**src/design/grr_pkg.sv**
```systemverilog
package grr_pkg;

  localparam logic [7:0] ADDR_CTRL = 8'h00;
  localparam logic [7:0] ADDR_STAT = 8'h04;
  localparam logic [4:0] DEV_ADDR_RST = 5'h03;
  localparam logic MAN_START_RST = 1'b0;
  localparam logic [11:0] SYNC_RST = 12'hFFF;

  localparam logic [1:0] LA_HI = 2'h1;
  localparam logic [1:0] TA_HI = 2'h2;
  localparam logic [6:0] CMD_GTL = 7'h01;
  localparam logic [6:0] CMD_GET = 7'h08;
  localparam logic [6:0] CMD_SPE = 7'h18;
  localparam logic [6:0] CMD_SPD = 7'h19;
  localparam logic [6:0] CMD_UNL = 7'h3F;
  localparam logic [6:0] CMD_UNT = 7'h5F;

  localparam logic [6:0] CH_SP = 7'h20;
  localparam logic [6:0] CH_CR = 7'h0D;
  localparam logic [6:0] CH_LF = 7'h0A;
  localparam logic [6:0] CH_0 = 7'h30;
  localparam logic [6:0] CH_9 = 7'h39;
  localparam logic [6:0] CH_DOT = 7'h2E;
  localparam logic [6:0] CH_MINUS = 7'h2D;
  localparam logic [6:0] CH_B = 7'h42;
  localparam logic [6:0] CH_I = 7'h49;
  localparam logic [6:0] CH_N = 7'h4E;
  localparam logic [6:0] CH_F = 7'h46;
  localparam logic [6:0] CH_O = 7'h4F;
  localparam logic [6:0] CH_U = 7'h55;
  localparam logic [6:0] CH_E = 7'h45;
  localparam logic [6:0] CH_Q = 7'h51;
  localparam logic [6:0] CH_D = 7'h44;
  localparam logic [6:0] CH_K = 7'h6B;

  localparam logic [4:0] POS_STATUS = 5'h00;
  localparam logic [4:0] POS_PARAM = 5'h02;
  localparam logic [4:0] POS_UNIT = 5'h04;
  localparam logic [4:0] POS_SIGN = 5'h07;
  localparam logic [4:0] POS_NUM = 5'h08;
  localparam logic [4:0] POS_DOT = 5'h0A;
  localparam logic [4:0] POS_NUM_END = 5'h0E;
  localparam logic [4:0] POS_CR = 5'h0F;
  localparam logic [4:0] REC_LAST = 5'h10;
  localparam logic [4:0] BIN_POS_WORD = 5'h02;
  localparam logic [4:0] BIN_POS_TENS = 5'h06;
  localparam logic [4:0] BIN_POS_UNITS = 5'h07;
  localparam logic [4:0] BIN_POS_CR = 5'h08;
  localparam logic [4:0] BIN_LAST = 5'h09;
  localparam logic [1:0] QD_UNIT_OHM = 2'h1;
  localparam logic [1:0] QD_UNIT_KOHM = 2'h2;

  localparam int CLK_NS = 25;
  localparam int SETTLE_NS = 2000;
  localparam logic [6:0] SETTLE_CYC = 7'((SETTLE_NS + CLK_NS - 1) / CLK_NS);

  typedef enum logic [1:0] {
    K_IMP = 2'b00,
    K_QD = 2'b01,
    K_BIN = 2'b10
  } grr_kind_t;

  typedef enum logic [2:0] {
    S_IDLE = 3'b000,
    S_LOAD = 3'b001,
    S_SETTLE = 3'b010,
    S_DAV = 3'b011,
    S_END = 3'b100
  } grr_src_t;

  typedef enum logic {
    A_READY = 1'b0,
    A_HOLD = 1'b1
  } grr_acc_t;

endpackage

```
**src/design/grr_top.sv**
```systemverilog
// Overview of operation
// - Quality record status: space, O or I
// - Quality units: ohm, kilo-ohm or blank
// - Quality number right justified, leading zero kept
// - Quality overflow sends 999999
// - Below one: two zeros; above: two spaces
// - Impedance blank display sends 99999999
// - Impedance status flags under or over range
// - No better range gives range-end status
// - Every record ends in CR then LF
// - Bin record F for bin 00 and bins 09 to 15
// - Bin record carries BIN and number
// - Remote mode locks out manual keys; bias always passes, start only with man_start
// - Listener from own listen address until unlisten
// - Ready data while untalked pulls service request
// - Service request held until talked or polled
// - Serial poll talker sends one status byte
// - Listen code 32+addr, talk 64+addr
// - Decode SPE 24, SPD 25, UNL 63, UNT 95
// - Trigger and local only while listening
// - Data lines negative true, DI08 ignored
// - Status byte bit meanings, remote down to bin
`timescale 1ns/100ps
module grr_top
  import grr_pkg::*;
(
  input wire logic ref_clk_i,
  input wire logic rst_i,
  input wire logic [7:0] reg_addr_i,
  input wire logic [31:0] reg_wdata_i,
  input wire logic reg_wr_i,
  input wire logic reg_rd_i,
  output logic [31:0] reg_rdata_o,
  input wire logic [7:0] dio_n_i,
  output logic [7:0] dio_n_o,
  output logic [7:0] dio_oe_o,
  input wire logic atn_n_i,
  input wire logic dav_n_i,
  output logic dav_n_o,
  output logic dav_oe_o,
  input wire logic nrfd_n_i,
  output logic nrfd_n_o,
  output logic nrfd_oe_o,
  input wire logic ndac_n_i,
  output logic ndac_n_o,
  output logic ndac_oe_o,
  output logic srq_n_o,
  output logic srq_oe_o,
  input wire logic meas_done_i,
  input wire logic recal_i,
  input wire logic busy_i,
  input wire logic limits_i,
  input wire logic qd_invalid_i,
  input wire logic qd_ovf_i,
  input wire logic qd_is_d_i,
  input wire logic [1:0] qd_unit_i,
  input wire logic qd_neg_i,
  input wire logic qd_lt_one_i,
  input wire logic [39:0] qd_text_i,
  input wire logic imp_invalid_i,
  input wire logic imp_blank_i,
  input wire logic imp_low_i,
  input wire logic imp_high_i,
  input wire logic imp_lower_rng_i,
  input wire logic imp_higher_rng_i,
  input wire logic [6:0] imp_param_i,
  input wire logic [13:0] imp_unit_i,
  input wire logic imp_neg_i,
  input wire logic [55:0] imp_text_i,
  input wire logic [3:0] bin_num_i,
  input wire logic key_valid_i,
  input wire logic start_key_i,
  input wire logic bias_key_i,
  output logic key_accept_o,
  output logic bias_o,
  output logic meas_start_o,
  output logic [6:0] cmd_byte_o,
  output logic cmd_valid_o,
  output logic remote_o
);

  typedef struct packed {
    logic [11:0] s1;
    logic [11:0] s2;
    logic [11:0] s3;
    logic [11:0] filt;
    logic [4:0] dev_addr;
    logic man_start;
    grr_kind_t kind_sel;
    logic [31:0] rdata;
    logic listen;
    logic talk;
    logic spoll;
    logic remote;
    logic srq;
    logic pend;
    logic trig_pend;
    grr_kind_t kind;
    grr_acc_t acc;
    logic nrfd_oe;
    logic ndac_oe;
    logic [6:0] msg;
    logic msg_vld;
    logic msg_atn;
    grr_src_t src;
    logic [4:0] idx;
    logic [6:0] cnt;
    logic [7:0] dio_oe;
    logic dav_oe;
    logic is_stat;
    logic key_accept;
    logic bias;
    logic meas_start;
    logic [6:0] cmd_byte;
    logic cmd_valid;
  } grr_state_t;

  grr_state_t st;
  grr_state_t nx;
  logic [6:0] fmt_ch;
  logic fmt_last;
  logic atn;
  logic dav;
  logic nrfd_rel;
  logic ndac_rel;
  logic [7:0] rx;
  logic [7:0] stat_byte;

  grr_rec_fmt u_fmt (
    .kind_i(st.kind),
    .idx_i(st.idx),
    .qd_invalid_i(qd_invalid_i),
    .qd_ovf_i(qd_ovf_i),
    .qd_is_d_i(qd_is_d_i),
    .qd_unit_i(qd_unit_i),
    .qd_neg_i(qd_neg_i),
    .qd_lt_one_i(qd_lt_one_i),
    .qd_text_i(qd_text_i),
    .imp_invalid_i(imp_invalid_i),
    .imp_blank_i(imp_blank_i),
    .imp_low_i(imp_low_i),
    .imp_high_i(imp_high_i),
    .imp_lower_rng_i(imp_lower_rng_i),
    .imp_higher_rng_i(imp_higher_rng_i),
    .imp_param_i(imp_param_i),
    .imp_unit_i(imp_unit_i),
    .imp_neg_i(imp_neg_i),
    .imp_text_i(imp_text_i),
    .bin_num_i(bin_num_i),
    .ch_o(fmt_ch),
    .last_o(fmt_last)
  );

  // Filtered bus lines, low level means true
  assign atn = ~st.filt[8];
  assign dav = ~st.filt[9];
  assign nrfd_rel = st.filt[10];
  assign ndac_rel = st.filt[11];
  assign rx = ~st.filt[7:0];

  assign stat_byte = {st.remote, st.srq, recal_i, busy_i, limits_i,
    st.pend && st.kind == K_IMP, st.pend && st.kind == K_QD,
    st.pend && st.kind == K_BIN};

  always_comb
  begin
    nx = st;
    nx.msg_vld = 1'b0;
    nx.cmd_valid = 1'b0;
    nx.meas_start = 1'b0;
    nx.rdata = 32'h0000_0000;

    // Three stages; a line changes only when stages two and three agree
    nx.s1 = {ndac_n_i, nrfd_n_i, dav_n_i, atn_n_i, dio_n_i};
    nx.s2 = st.s1;
    nx.s3 = st.s2;
    nx.filt = (st.s2 & st.s3) | (st.filt & (st.s2 | st.s3));

    if (reg_wr_i && reg_addr_i == ADDR_CTRL)
    begin
      nx.dev_addr = reg_wdata_i[4:0];
      nx.man_start = reg_wdata_i[5];
      nx.kind_sel = grr_kind_t'(reg_wdata_i[7:6]);
    end
    if (reg_rd_i && reg_addr_i == ADDR_CTRL)
      nx.rdata = {24'h00_0000, st.kind_sel, st.man_start, st.dev_addr};
    else if (reg_rd_i && reg_addr_i == ADDR_STAT)
      nx.rdata = {25'h000_0000, st.trig_pend, st.pend, st.spoll, st.srq,
        st.remote, st.talk, st.listen};

    // Acceptor side: joins every handshake under attention or as listener
    case (st.acc)
      A_READY:
      begin
        if (!(atn || st.listen))
        begin
          nx.nrfd_oe = 1'b0;
          nx.ndac_oe = 1'b0;
        end
        else if (dav)
        begin
          nx.msg = rx[6:0];
          nx.msg_vld = 1'b1;
          nx.msg_atn = atn;
          nx.nrfd_oe = 1'b1;
          nx.ndac_oe = 1'b0;
          nx.acc = A_HOLD;
        end
        else
        begin
          nx.nrfd_oe = 1'b0;
          nx.ndac_oe = 1'b1;
        end
      end
      A_HOLD:
      begin
        if (!dav)
        begin
          nx.ndac_oe = 1'b1;
          nx.acc = A_READY;
        end
      end
      default:
        nx.acc = A_READY;
    endcase

    // Interface messages and device-dependent bytes
    if (st.msg_vld && st.msg_atn)
    begin
      if (st.msg == {LA_HI, st.dev_addr})
      begin
        nx.listen = 1'b1;
        nx.remote = 1'b1;
      end
      if (st.msg == CMD_UNL)
        nx.listen = 1'b0;
      if (st.msg == {TA_HI, st.dev_addr})
        nx.talk = 1'b1;
      else if (st.msg[6:5] == TA_HI)
        nx.talk = 1'b0;
      if (st.msg == CMD_SPE)
        nx.spoll = 1'b1;
      if (st.msg == CMD_SPD)
        nx.spoll = 1'b0;
      if (st.msg == CMD_GET && st.listen)
        nx.trig_pend = 1'b1;
      if (st.msg == CMD_GTL && st.listen)
        nx.remote = 1'b0;
    end
    else if (st.msg_vld && st.listen)
    begin
      nx.cmd_byte = st.msg;
      nx.cmd_valid = 1'b1;
    end

    // Trigger waits for unlisten; no measuring while listener
    if (st.trig_pend && !st.listen)
    begin
      nx.trig_pend = 1'b0;
      nx.meas_start = 1'b1;
    end
    if (start_key_i && !st.listen && (!st.remote || st.man_start))
      nx.meas_start = 1'b1;
    nx.key_accept = key_valid_i && !st.remote && !st.listen;
    nx.bias = bias_key_i;

    // Being addressed to talk releases the request; in serial poll it
    // stays up so the status byte still reports it
    if (st.talk && !st.spoll)
      nx.srq = 1'b0;

    // Source side
    case (st.src)
      S_IDLE:
      begin
        nx.dio_oe = 8'h00;
        nx.dav_oe = 1'b0;
        if (meas_done_i)
        begin
          nx.pend = 1'b1;
          nx.kind = st.kind_sel;
          if (!st.talk)
            nx.srq = 1'b1;
        end
        else if (st.talk && !atn && (st.spoll || st.pend))
        begin
          nx.is_stat = st.spoll;
          nx.idx = 5'h00;
          nx.src = S_LOAD;
        end
      end
      S_LOAD:
      begin
        // Open drain: driving low sends a one
        nx.dio_oe = st.is_stat ? stat_byte : {1'b0, fmt_ch};
        nx.cnt = SETTLE_CYC - 7'h01;
        nx.src = S_SETTLE;
      end
      S_SETTLE:
      begin
        if (atn || !st.talk)
        begin
          nx.dio_oe = 8'h00;
          nx.src = S_IDLE;
        end
        else if (st.cnt != 7'h00)
          nx.cnt = st.cnt - 7'h01;
        else if (nrfd_rel && !ndac_rel)
        begin
          nx.dav_oe = 1'b1;
          nx.src = S_DAV;
        end
      end
      S_DAV:
      begin
        // Attention aborts the byte; the record restarts from the top
        if (atn)
        begin
          nx.dav_oe = 1'b0;
          nx.dio_oe = 8'h00;
          nx.src = S_IDLE;
        end
        else if (ndac_rel)
        begin
          nx.dav_oe = 1'b0;
          if (st.is_stat)
          begin
            nx.srq = 1'b0;
            nx.src = S_END;
          end
          else if (fmt_last)
          begin
            nx.pend = 1'b0;
            nx.src = S_END;
          end
          else
          begin
            nx.idx = st.idx + 5'h01;
            nx.src = S_LOAD;
          end
        end
      end
      S_END:
      begin
        nx.dio_oe = 8'h00;
        nx.src = S_IDLE;
      end
      default:
        nx.src = S_IDLE;
    endcase
  end

  always_ff @(posedge ref_clk_i or posedge rst_i)
  begin
    if (rst_i)
    begin
      st <= '0;
      st.s1 <= SYNC_RST;
      st.s2 <= SYNC_RST;
      st.s3 <= SYNC_RST;
      st.filt <= SYNC_RST;
      st.dev_addr <= DEV_ADDR_RST;
      st.man_start <= MAN_START_RST;
    end
    else
      st <= nx;
  end

  assign reg_rdata_o = st.rdata;
  assign dio_oe_o = st.dio_oe;
  assign dav_oe_o = st.dav_oe;
  assign nrfd_oe_o = st.nrfd_oe;
  assign ndac_oe_o = st.ndac_oe;
  assign srq_oe_o = st.srq;
  assign remote_o = st.remote;
  assign key_accept_o = st.key_accept;
  assign bias_o = st.bias;
  assign meas_start_o = st.meas_start;
  assign cmd_byte_o = st.cmd_byte;
  assign cmd_valid_o = st.cmd_valid;
  // Open-drain lines only ever pull low
  assign dio_n_o = 8'h00;
  assign dav_n_o = 1'b0;
  assign nrfd_n_o = 1'b0;
  assign ndac_n_o = 1'b0;
  assign srq_n_o = 1'b0;
endmodule

```
**src/design/grr_rec_fmt.sv**
```systemverilog
`timescale 1ns/100ps
module grr_rec_fmt
  import grr_pkg::*;
(
  input wire grr_kind_t kind_i,
  input wire logic [4:0] idx_i,
  input wire logic qd_invalid_i,
  input wire logic qd_ovf_i,
  input wire logic qd_is_d_i,
  input wire logic [1:0] qd_unit_i,
  input wire logic qd_neg_i,
  input wire logic qd_lt_one_i,
  input wire logic [39:0] qd_text_i,
  input wire logic imp_invalid_i,
  input wire logic imp_blank_i,
  input wire logic imp_low_i,
  input wire logic imp_high_i,
  input wire logic imp_lower_rng_i,
  input wire logic imp_higher_rng_i,
  input wire logic [6:0] imp_param_i,
  input wire logic [13:0] imp_unit_i,
  input wire logic imp_neg_i,
  input wire logic [55:0] imp_text_i,
  input wire logic [3:0] bin_num_i,
  output logic [6:0] ch_o,
  output logic last_o
);

  logic [2:0] r;

  always_comb
  begin
    ch_o = CH_SP;
    last_o = 1'b0;
    // Both numeric fields end at the same place, so count from the right
    r = 3'(POS_NUM_END - idx_i);
    case (kind_i)
      K_QD:
      begin
        last_o = (idx_i == REC_LAST);
        if (idx_i == POS_STATUS)
          ch_o = qd_invalid_i ? CH_I : (qd_ovf_i ? CH_O : CH_SP);
        else if (idx_i == POS_PARAM)
          ch_o = qd_is_d_i ? CH_D : CH_Q;
        else if (idx_i == POS_SIGN - 5'h01)
          ch_o = (qd_unit_i != 2'h0) ? CH_O : CH_SP;
        else if (idx_i == POS_SIGN - 5'h02)
          ch_o = (qd_unit_i == QD_UNIT_KOHM) ? CH_K : CH_SP;
        else if (idx_i == POS_SIGN)
          ch_o = qd_neg_i ? CH_MINUS : CH_SP;
        else if (idx_i >= POS_NUM && idx_i <= POS_NUM_END)
        begin
          if (qd_ovf_i)
            ch_o = (idx_i == POS_NUM) ? CH_SP : CH_9;
          else if (idx_i < POS_DOT)
            ch_o = qd_lt_one_i ? CH_0 : CH_SP;
          else if (idx_i == POS_DOT && qd_lt_one_i)
            ch_o = CH_DOT;
          else
            ch_o = qd_text_i[{r, 3'b000} +: 7];
        end
        else if (idx_i == POS_CR)
          ch_o = CH_CR;
        else if (idx_i == REC_LAST)
          ch_o = CH_LF;
      end
      K_BIN:
      begin
        last_o = (idx_i == BIN_LAST);
        if (idx_i == POS_STATUS)
          ch_o = (bin_num_i == 4'h0 || bin_num_i >= 4'h9) ? CH_F : CH_SP;
        else if (idx_i == BIN_POS_WORD)
          ch_o = CH_B;
        else if (idx_i == BIN_POS_WORD + 5'h01)
          ch_o = CH_I;
        else if (idx_i == BIN_POS_WORD + 5'h02)
          ch_o = CH_N;
        else if (idx_i == BIN_POS_TENS)
          ch_o = CH_0;
        else if (idx_i == BIN_POS_UNITS)
          ch_o = CH_0 | {3'h0, bin_num_i};
        else if (idx_i == BIN_POS_CR)
          ch_o = CH_CR;
        else if (idx_i == BIN_LAST)
          ch_o = CH_LF;
      end
      K_IMP:
      begin
        last_o = (idx_i == REC_LAST);
        if (idx_i == POS_STATUS)
        begin
          if (imp_invalid_i)
            ch_o = CH_I;
          else if (imp_low_i)
            ch_o = imp_lower_rng_i ? CH_U : CH_E;
          else if (imp_high_i)
            ch_o = imp_higher_rng_i ? CH_O : CH_E;
        end
        else if (idx_i == POS_PARAM)
          ch_o = imp_param_i;
        else if (idx_i == POS_UNIT)
          ch_o = imp_unit_i[13:7];
        else if (idx_i == POS_UNIT + 5'h01)
          ch_o = imp_unit_i[6:0];
        else if (idx_i >= POS_SIGN && idx_i <= POS_NUM_END && imp_blank_i)
          ch_o = CH_9;
        else if (idx_i == POS_SIGN)
          ch_o = imp_neg_i ? CH_MINUS : CH_SP;
        else if (idx_i >= POS_NUM && idx_i <= POS_NUM_END)
          ch_o = imp_text_i[{r, 3'b000} +: 7];
        else if (idx_i == POS_CR)
          ch_o = CH_CR;
        else if (idx_i == REC_LAST)
          ch_o = CH_LF;
      end
      default:
      begin
        ch_o = CH_SP;
        last_o = 1'b1;
      end
    endcase
  end

endmodule

```
**config.mk**
```make
export PLATFORM = sky130hd
export DESIGN_NAME = grr_top
export DESIGN_NICKNAME = d
export VERILOG_FILES = /design/src/design/grr_pkg.sv /design/src/design/grr_top.sv /design/src/design/grr_rec_fmt.sv
export SDC_FILE = /design/constraint.sdc
export NUM_CORES = 1
export LEC_CHECK = 0
export BUFFER_PORTS_ARGS = -buffer_cell sky130_fd_sc_hd__buf_4
export CORE_ASPECT_RATIO = 0.5
export CORE_UTILIZATION = 51
export DETAILED_ROUTE_END_ITERATION = 7
export PLACE_DENSITY = 0.94
export SETUP_SLACK_MARGIN = 0.5
export SYNTH_ARGS = -nofsm -noshare
export SYNTH_HDL_FRONTEND = slang
export SYNTH_SLANG_ARGS = --single-unit
```
**constraint.sdc**
```tcl
create_clock -name ref_clk_i -period 4.17 [get_ports ref_clk_i]
set_input_delay 0.417 -clock ref_clk_i [delete_from_list [all_inputs] [get_ports ref_clk_i]]
set_output_delay 0.417 -clock ref_clk_i [all_outputs]
set_load 0.005 [all_outputs]
```
After elaboration in Yosys (flattened, before gate mapping):

Cells that the tools add are included.

* register bits: 145
* bits in latches: 0
* bits in writable memories: 0
* bits in read-only memories: 0
* input bits: 198
* output and inout bits: 68
* word-level logic and storage cells: 270
* memories: 0

* add/subtract/negate cells: 3
* multiply operators: 0
* divide/modulo/power cells: 0
* magnitude comparators: 5
* equal/unequal tests: 45
* shift operators: 2
* multiplexer cells: 105
* bitwise gates (word level): 10
* reduce and logical (&&, ||, !) cells: 67

Operators with widths (number)
* $mux 7: 35
* $shiftx 56x7->7: 1
* $mux 8: 6
* $shiftx 40x7->7: 1
* $mux 5: 7
* $mux 32: 1
* $pmux 8 s4: 1
* $ne 2x2->1 const B: 14
* $mux 1: 27
* $and 12x12->12: 2
* $or 12x12->12: 2
* $logic_and 1x1->1: 23
* $pmux 7 s3: 1
* $eq 5x3->1 const B: 4
* $eq 5x4->1 const B: 4
* $mux 3: 6
* $reduce_bool 2->1: 9
* $mux 2: 8
* $eq 7x5->1 const B: 2
* $pmux 7 s2: 1
* $reduce_and 2->1: 7
* $mux 4: 3
* $mux 6: 2
* $pmux 3 s4: 1
* other kinds (44): 69

Depth between registers and ports, before layout:

* word-level depth: 14
* gate-level depth with buffers: 10
* mapped depth without buffers: 8

Hierarchy:

From an unflattened synthesis, not the netlist that was laid out.

* cells, all modules: 733
* area total of the unflattened synthesis: 7343.3 µm²

By module, submodules not included
* grr_top: instances 1, cells an instance 425, area an instance 5127.4 µm², seq. area each 2985.4 µm²
* grr_rec_fmt: instances 1, cells an instance 308, area an instance 2215.9 µm², seq. area each 0.0 µm²

Worst setup path before layout:

No wires, ideal clock.

* path kind: register to register
* start: register st[28] in the netlist's numbering
* end: register st, in the netlist dio_oe_o[2]
* setup time: 0.143 ns
* arrival: 2.423 ns
* data required time: 4.027 ns
* path slack: 1.604 ns
* cell stages (with the launch flop): 10
* path buffers: 2
* clock period less this slack: 2.566 ns
* path through: dfrtp_1 buf_2 inv_1 ha_1 or4b_4 buf_6 o31ai_4 o221ai_2 a222oi_1 o211ai_1

* word-level cells in the longest chain between the ends: 14
* elaborated cells between the ends (all ways): 48
* those cells by class: add/sub (1); order compare (4); eq/ne (9); shift (2); mux (27); reduce/logical (5)

Ends and longest elaborated chain
* from (decl): RTL line grr_top.sv:118 `grr_state_t st;`
* from (signal assigned): RTL line grr_top.sv:366 `st <= nx;`
* $sub 3x3->3 / $eq 5x4->1 (equally long branches): RTL line grr_rec_fmt.sv:36, grr_rec_fmt.sv:57
* $shiftx 40x7->7 / $logic_and 1x1->1 (equally long branches): RTL line grr_rec_fmt.sv:60, grr_rec_fmt.sv:57
* $mux 7: RTL line grr_rec_fmt.sv:57 `else if (idx_i == POS_DOT && qd_lt_one_i)`
* $mux 7: RTL line grr_rec_fmt.sv:55 `else if (idx_i < POS_DOT)`
* $mux 7: RTL line grr_rec_fmt.sv:53 `if (qd_ovf_i)`
* $mux 7: RTL line grr_rec_fmt.sv:51 `else if (idx_i >= POS_NUM && idx_i <= POS_NUM_END)`
* $mux 7: RTL line grr_rec_fmt.sv:49 `else if (idx_i == POS_SIGN)`
* $mux 7: RTL line grr_rec_fmt.sv:47 `else if (idx_i == POS_SIGN - 5'h02)`
* $mux 7: RTL line grr_rec_fmt.sv:45 `else if (idx_i == POS_SIGN - 5'h01)`
* $mux 7: RTL line grr_rec_fmt.sv:43 `else if (idx_i == POS_PARAM)`
* $mux 7: RTL line grr_rec_fmt.sv:41 `if (idx_i == POS_STATUS)`
* $pmux 7 s3 (*): RTL line grr_rec_fmt.sv:37 `case (kind_i)`
* $mux 8 (*): RTL line grr_top.sv:295 `nx.dio_oe = st.is_stat ? stat_byte : {1'b0, fmt_ch};`
* $pmux 8 s4 (*): RTL line grr_top.sv:273 `case (st.src)`

Every way passes the cells marked *; elsewhere a longest branch is shown, timed or not.
A chain may end at the register's enable or synchronous reset.

Final worst setup path:

* start: register st[29] in the netlist's numbering
* end: register st, in the netlist dio_oe_o[2]

Same word-level chain as after synthesis.

==> results.txt <==
----------------------------------------------------
[Synthesis]
  Share of synthesized area spent on multiplexers ... 9.023%
  Mapped cell area ... 7336 µm²
  Number of synthesized register bits ... 117
  Part of the Yosys area used for sequential elements ... 40.70%
  Combinational family with the most area after synthesis ... simple AND/OR/NAND/NOR gates
  Share of the synthesized area in compound gates (AO/OA/AOI/OAI) ... 17.65%
  Number of warnings reported in the yosys synthesis log ... 0
  Avg Synthesized Cell Area ... 9.887 µm²
  Area share of fa/ha/maj cells after synthesis ... 2.865%
  Cells after Synth ... 742
  Share of flip-flops with an asynchronous set or reset after synthesis ... 100.0%
  Top flip-flop cell by instance count after synthesis ... sky130_fd_sc_hd__dfrtp_1
  Synth Area in XOR/XNOR ... 1.075%
  Number of enable-type register cells in the synthesized netlist ... 0
  Number of distinct standard cells referenced by the synthesized netlist ... 83
  Simple-gate area share of the yosys netlist ... 18.97%

[Die]
  Number of placed I/O pins ... 266
  Die span in x ... 171.6 µm
  Number of core rows ... 30
  Standard cell core area ... 13780 µm²
  Die area ... 14900 µm²
  Starting density of the core ... 53.25%
  Die height ... 86.81 µm

[CTS]
  TritonCTS clock tree ... done
  CTS max path bufs ... 2
  Clock net sink count ... 117
  Hold buffer count at CTS ... 0
  Buffer count from post-CTS setup fixing ... 0
  Clock H-tree levels ... 4
  CTS-repair resized insts ... 0
  Root Buffer Master ... sky130_fd_sc_hd__clkbuf_16
  Clk_lat worst skew ... 410 ps
  Total CTS buffers ... 17
  Clock-pin transition on the worst setup and hold timing paths ... 60 ps

[Timing]
  Unrepaired setup endpoints after global routing ... no
  Worst Tran Pin Value ... 1133 ps
  Final-report max-slew violation count ... 0
  Worst-case headroom to the max-slew limit ... 24.48%
  Final count of negative-setup-slack endpoints ... 0
  Final cycle utilization of the critical path ... 79.95%
  Peak Freq ... 300.0 MHz
  Clock tree skew after final layout ... 6.680 ps
  Count of endpoints failing hold in the final timing report ... 0
  Final-layout setup total negative slack ... 0 ps
  Final critical path time including I/O delays and setup ... 3334 ps

[Finish]
  Diodes inserted ... 0
  Commonest cells after routing, fill and taps aside ... 208 x sky130_fd_sc_hd__buf_4, 70 x sky130_fd_sc_hd__dfrtp_1, 53 x sky130_fd_sc_hd__nor2_1
  Layout cells sized above 1 ... 36.79%
  Most common cell after layout, fill and taps aside ... sky130_fd_sc_hd__buf_4
  FILL cells ... 1057
  Signed area change from the synthesized netlist to the final layout ... 26.15%
  Post-route cell area ... 9254 µm²
  # nets final ... 1109

[Detailed routing]
  Vias per Instance ... 6.097
  Number of remaining DRC errors ... 0
  Overall via count from detail_route ... 6755
  Wire length per cell ... 20.83 µm
  DRC marker count from the first detailed-route iteration ... 826
  Total Routed Length ... 23090 µm
  Number of nets with antenna violations after routing ... 0
  Number of iterations in the first detailed-routing pass ... 5

[Critical path]
  Critical Path, Cell by Cell ... inv_1, ha_1, or4b_4, o31ai_4, o221ai_2, a222oi_1, o211ai_1
  CP peak stage delay ... 670 ps
  FF-to-FF Start ... st[29]$_DFFE_PP0P_
  Delay-heaviest family, CP ... compound AO/OA/AOI/OAI gates
  Kind of start point of the critical path ... register
  Data required, critical path ... 4440 ps
  Start-to-end type of the worst setup path ... reg -> reg
  Category of the worst setup path capture point ... register
  Buffer and inverter count on the worst path ... 1
  Critical-path maximum fanout ... 19
  Worst Path Arrival ... 3600 ps
  CP max-delay cell ... sky130_fd_sc_hd__or4b_4
  R2R Setup Slk ... 840 ps
  First element of the critical path ... st[29]$_DFFE_PP0P_

[Pwr]
  Leak Pwr ... 4.077 nW
  Power Dens Cells ... 568.4 nW/µm²
  Largest vdd supply drop ... 0.5634 mV

[Status]
  Outcome ... complete, no violations

[Place]
  Routability congestion estimate from global placement ... 0.9686
  Detailed Place HPWL ... 16560 µm
  Area post-placement ... 8638 µm²
  Number of port buffers ... 192

[GRT]
  Vias in the first global route ... 6475
  Overall overflow remaining after global route ... 0
  Global-route total usage across every layer ... 31.30%
  Largest net degree at the start of global routing ... 61
  Wire length of the first global-routing pass ... 34880 µm
  Number of antenna violations at the first check in global routing ... 0

[Flow run]
  Max-cap check violation count ... 0

[Worst hold path]
  Type of the tightest min-delay check ... in -> async

----------------------------------------------------
layer usage:
layer / part of all wire [%] / wire length, µm / GRT usage, % / vias up
met3: 8.9 / 2063 / 7.443 / 44
met1: 41 / 9402 / 40.77 / 3293
li1: - / - / - / 3020
met2: 48 / 11120 / 51.60 / 398
met5: 0 / 0 / 0 / -
met4: 2.1 / 496 / 10.55 / 0
kinds of logic after synthesis:
kind of cell | after synthesis
compound gates | 182
xor+xnor | 9
fa+ha+maj | 19
buf+inv | 121
flops | 117
mux | 51
other cells | 1
simple gates | 242
cell type report:
cell class	count	area, µm²	area share, %
Sequential cell	117	2987	32.27
Multi-Input combinational cell	539	3772	40.77
Clock inverter	13	161.4	1.744
Clock buffer	19	454.2	4.908
Timing Repair Buffer	208	1562	16.87
Tap cell	192	240.2	2.596
Inverter	20	77.57	0.8383
synthesized netlist by cell type, types with 8 or more instances:
| library cell | instances | area share (%) |
|---|---|---|
| sky130_fd_sc_hd__nand2_1 | 39 | 2.0 |
| sky130_fd_sc_hd__nor2b_1 | 12 | 1.0 |
| sky130_fd_sc_hd__buf_4 | 60 | 6.1 |
| sky130_fd_sc_hd__mux2_2 | 21 | 3.2 |
| sky130_fd_sc_hd__dfstp_2 | 46 | 16 |
| sky130_fd_sc_hd__a31oi_1 | 8 | 0.68 |
| sky130_fd_sc_hd__and2_1 | 9 | 0.77 |
| sky130_fd_sc_hd__ha_1 | 8 | 1.4 |
| sky130_fd_sc_hd__o21ai_0 | 38 | 2.6 |
| sky130_fd_sc_hd__dfrtp_1 | 71 | 24 |
| sky130_fd_sc_hd__o211ai_1 | 11 | 1.1 |
| sky130_fd_sc_hd__nor3_1 | 17 | 1.2 |
| sky130_fd_sc_hd__nand3_1 | 9 | 0.61 |
| sky130_fd_sc_hd__mux4_2 | 10 | 3.1 |
| sky130_fd_sc_hd__o31ai_1 | 8 | 0.82 |
| sky130_fd_sc_hd__nor4_1 | 13 | 1.1 |
| sky130_fd_sc_hd__inv_1 | 19 | 0.97 |
| sky130_fd_sc_hd__nand2b_1 | 14 | 1.2 |
| sky130_fd_sc_hd__nand4_1 | 8 | 0.68 |
| sky130_fd_sc_hd__a21oi_1 | 32 | 2.2 |
| sky130_fd_sc_hd__nor2_1 | 53 | 2.7 |
| sky130_fd_sc_hd__maj3_1 | 11 | 1.5 |
| sky130_fd_sc_hd__buf_2 | 12 | 0.82 |
| sky130_fd_sc_hd__a221oi_1 | 8 | 0.96 |
| sky130_fd_sc_hd__clkbuf_1 | 26 | 1.3 |
| sky130_fd_sc_hd__or4_1 | 10 | 1.0 |
| sky130_fd_sc_hd__mux2i_1 | 20 | 2.7 |
| sky130_fd_sc_hd__nor3b_1 | 9 | 0.92 |
state kept, by name, indices dropped and copies added (netlist names):
| register | count |
|---|---|
| ndac_oe_o | 1 |
| st | 61 |
| dav_oe_o | 1 |
| remote_o | 1 |
| dio_oe_o | 8 |
| bias_o | 1 |
| nrfd_oe_o | 1 |
| meas_start_o | 1 |
| ndac_rel | 1 |
| nrfd_rel | 1 |
| srq_oe_o | 1 |
| cmd_valid_o | 1 |
| key_accept_o | 1 |
| nx | 22 |
| cmd_byte_o | 7 |
| reg_rdata_o | 8 |
stage by stage:
step / hold WS [ps] / util [%] / total power, mW / instances / setup slack (ps)
3_3_place_gp: 345.3 / 62.71 / 3.604 / 1076 / 1007
5_1_grt: 89.53 / 67.18 / 5.506 / 1108 / 764.5
4_1_cts: 93.66 / 67.18 / 5.220 / 1108 / 900.4
2_1_floorplan: 345.2 / - / 3.018 / 777 / 728.4
6_report: 106.4 / 67.18 / 5.260 / 1108 / 836.1
3_5_place_dp: 347.9 / 62.71 / 3.672 / 1076 / 942.8
worst paths after layout:
check	depth (start not counted)	to
worst max-delay path	7	dio_oe_o[2]$_DFFE_PP0P_
worst min-delay path	2	st[47]$_DFF_PP0_
worst max register to register	7	dio_oe_o[2]$_DFFE_PP0P_
worst min register to register	0	nx[120]$_DFF_PP1_
max in group asynchronous	3	st[93]$_DFFE_PP1P_
min in group ref_clk_i	1	bias_o$_DFF_PP0_
power by group:
| group | switching, mW | total, mW | internal, mW |
|---|---|---|---|
| combinational | 1.23 | 2.16 | 0.929 |
| clock | 0.574 | 1.51 | 0.936 |
| sequential | 0.269 | 1.59 | 1.32 |
No activity file was read; power rests on OpenSTA's default activity.
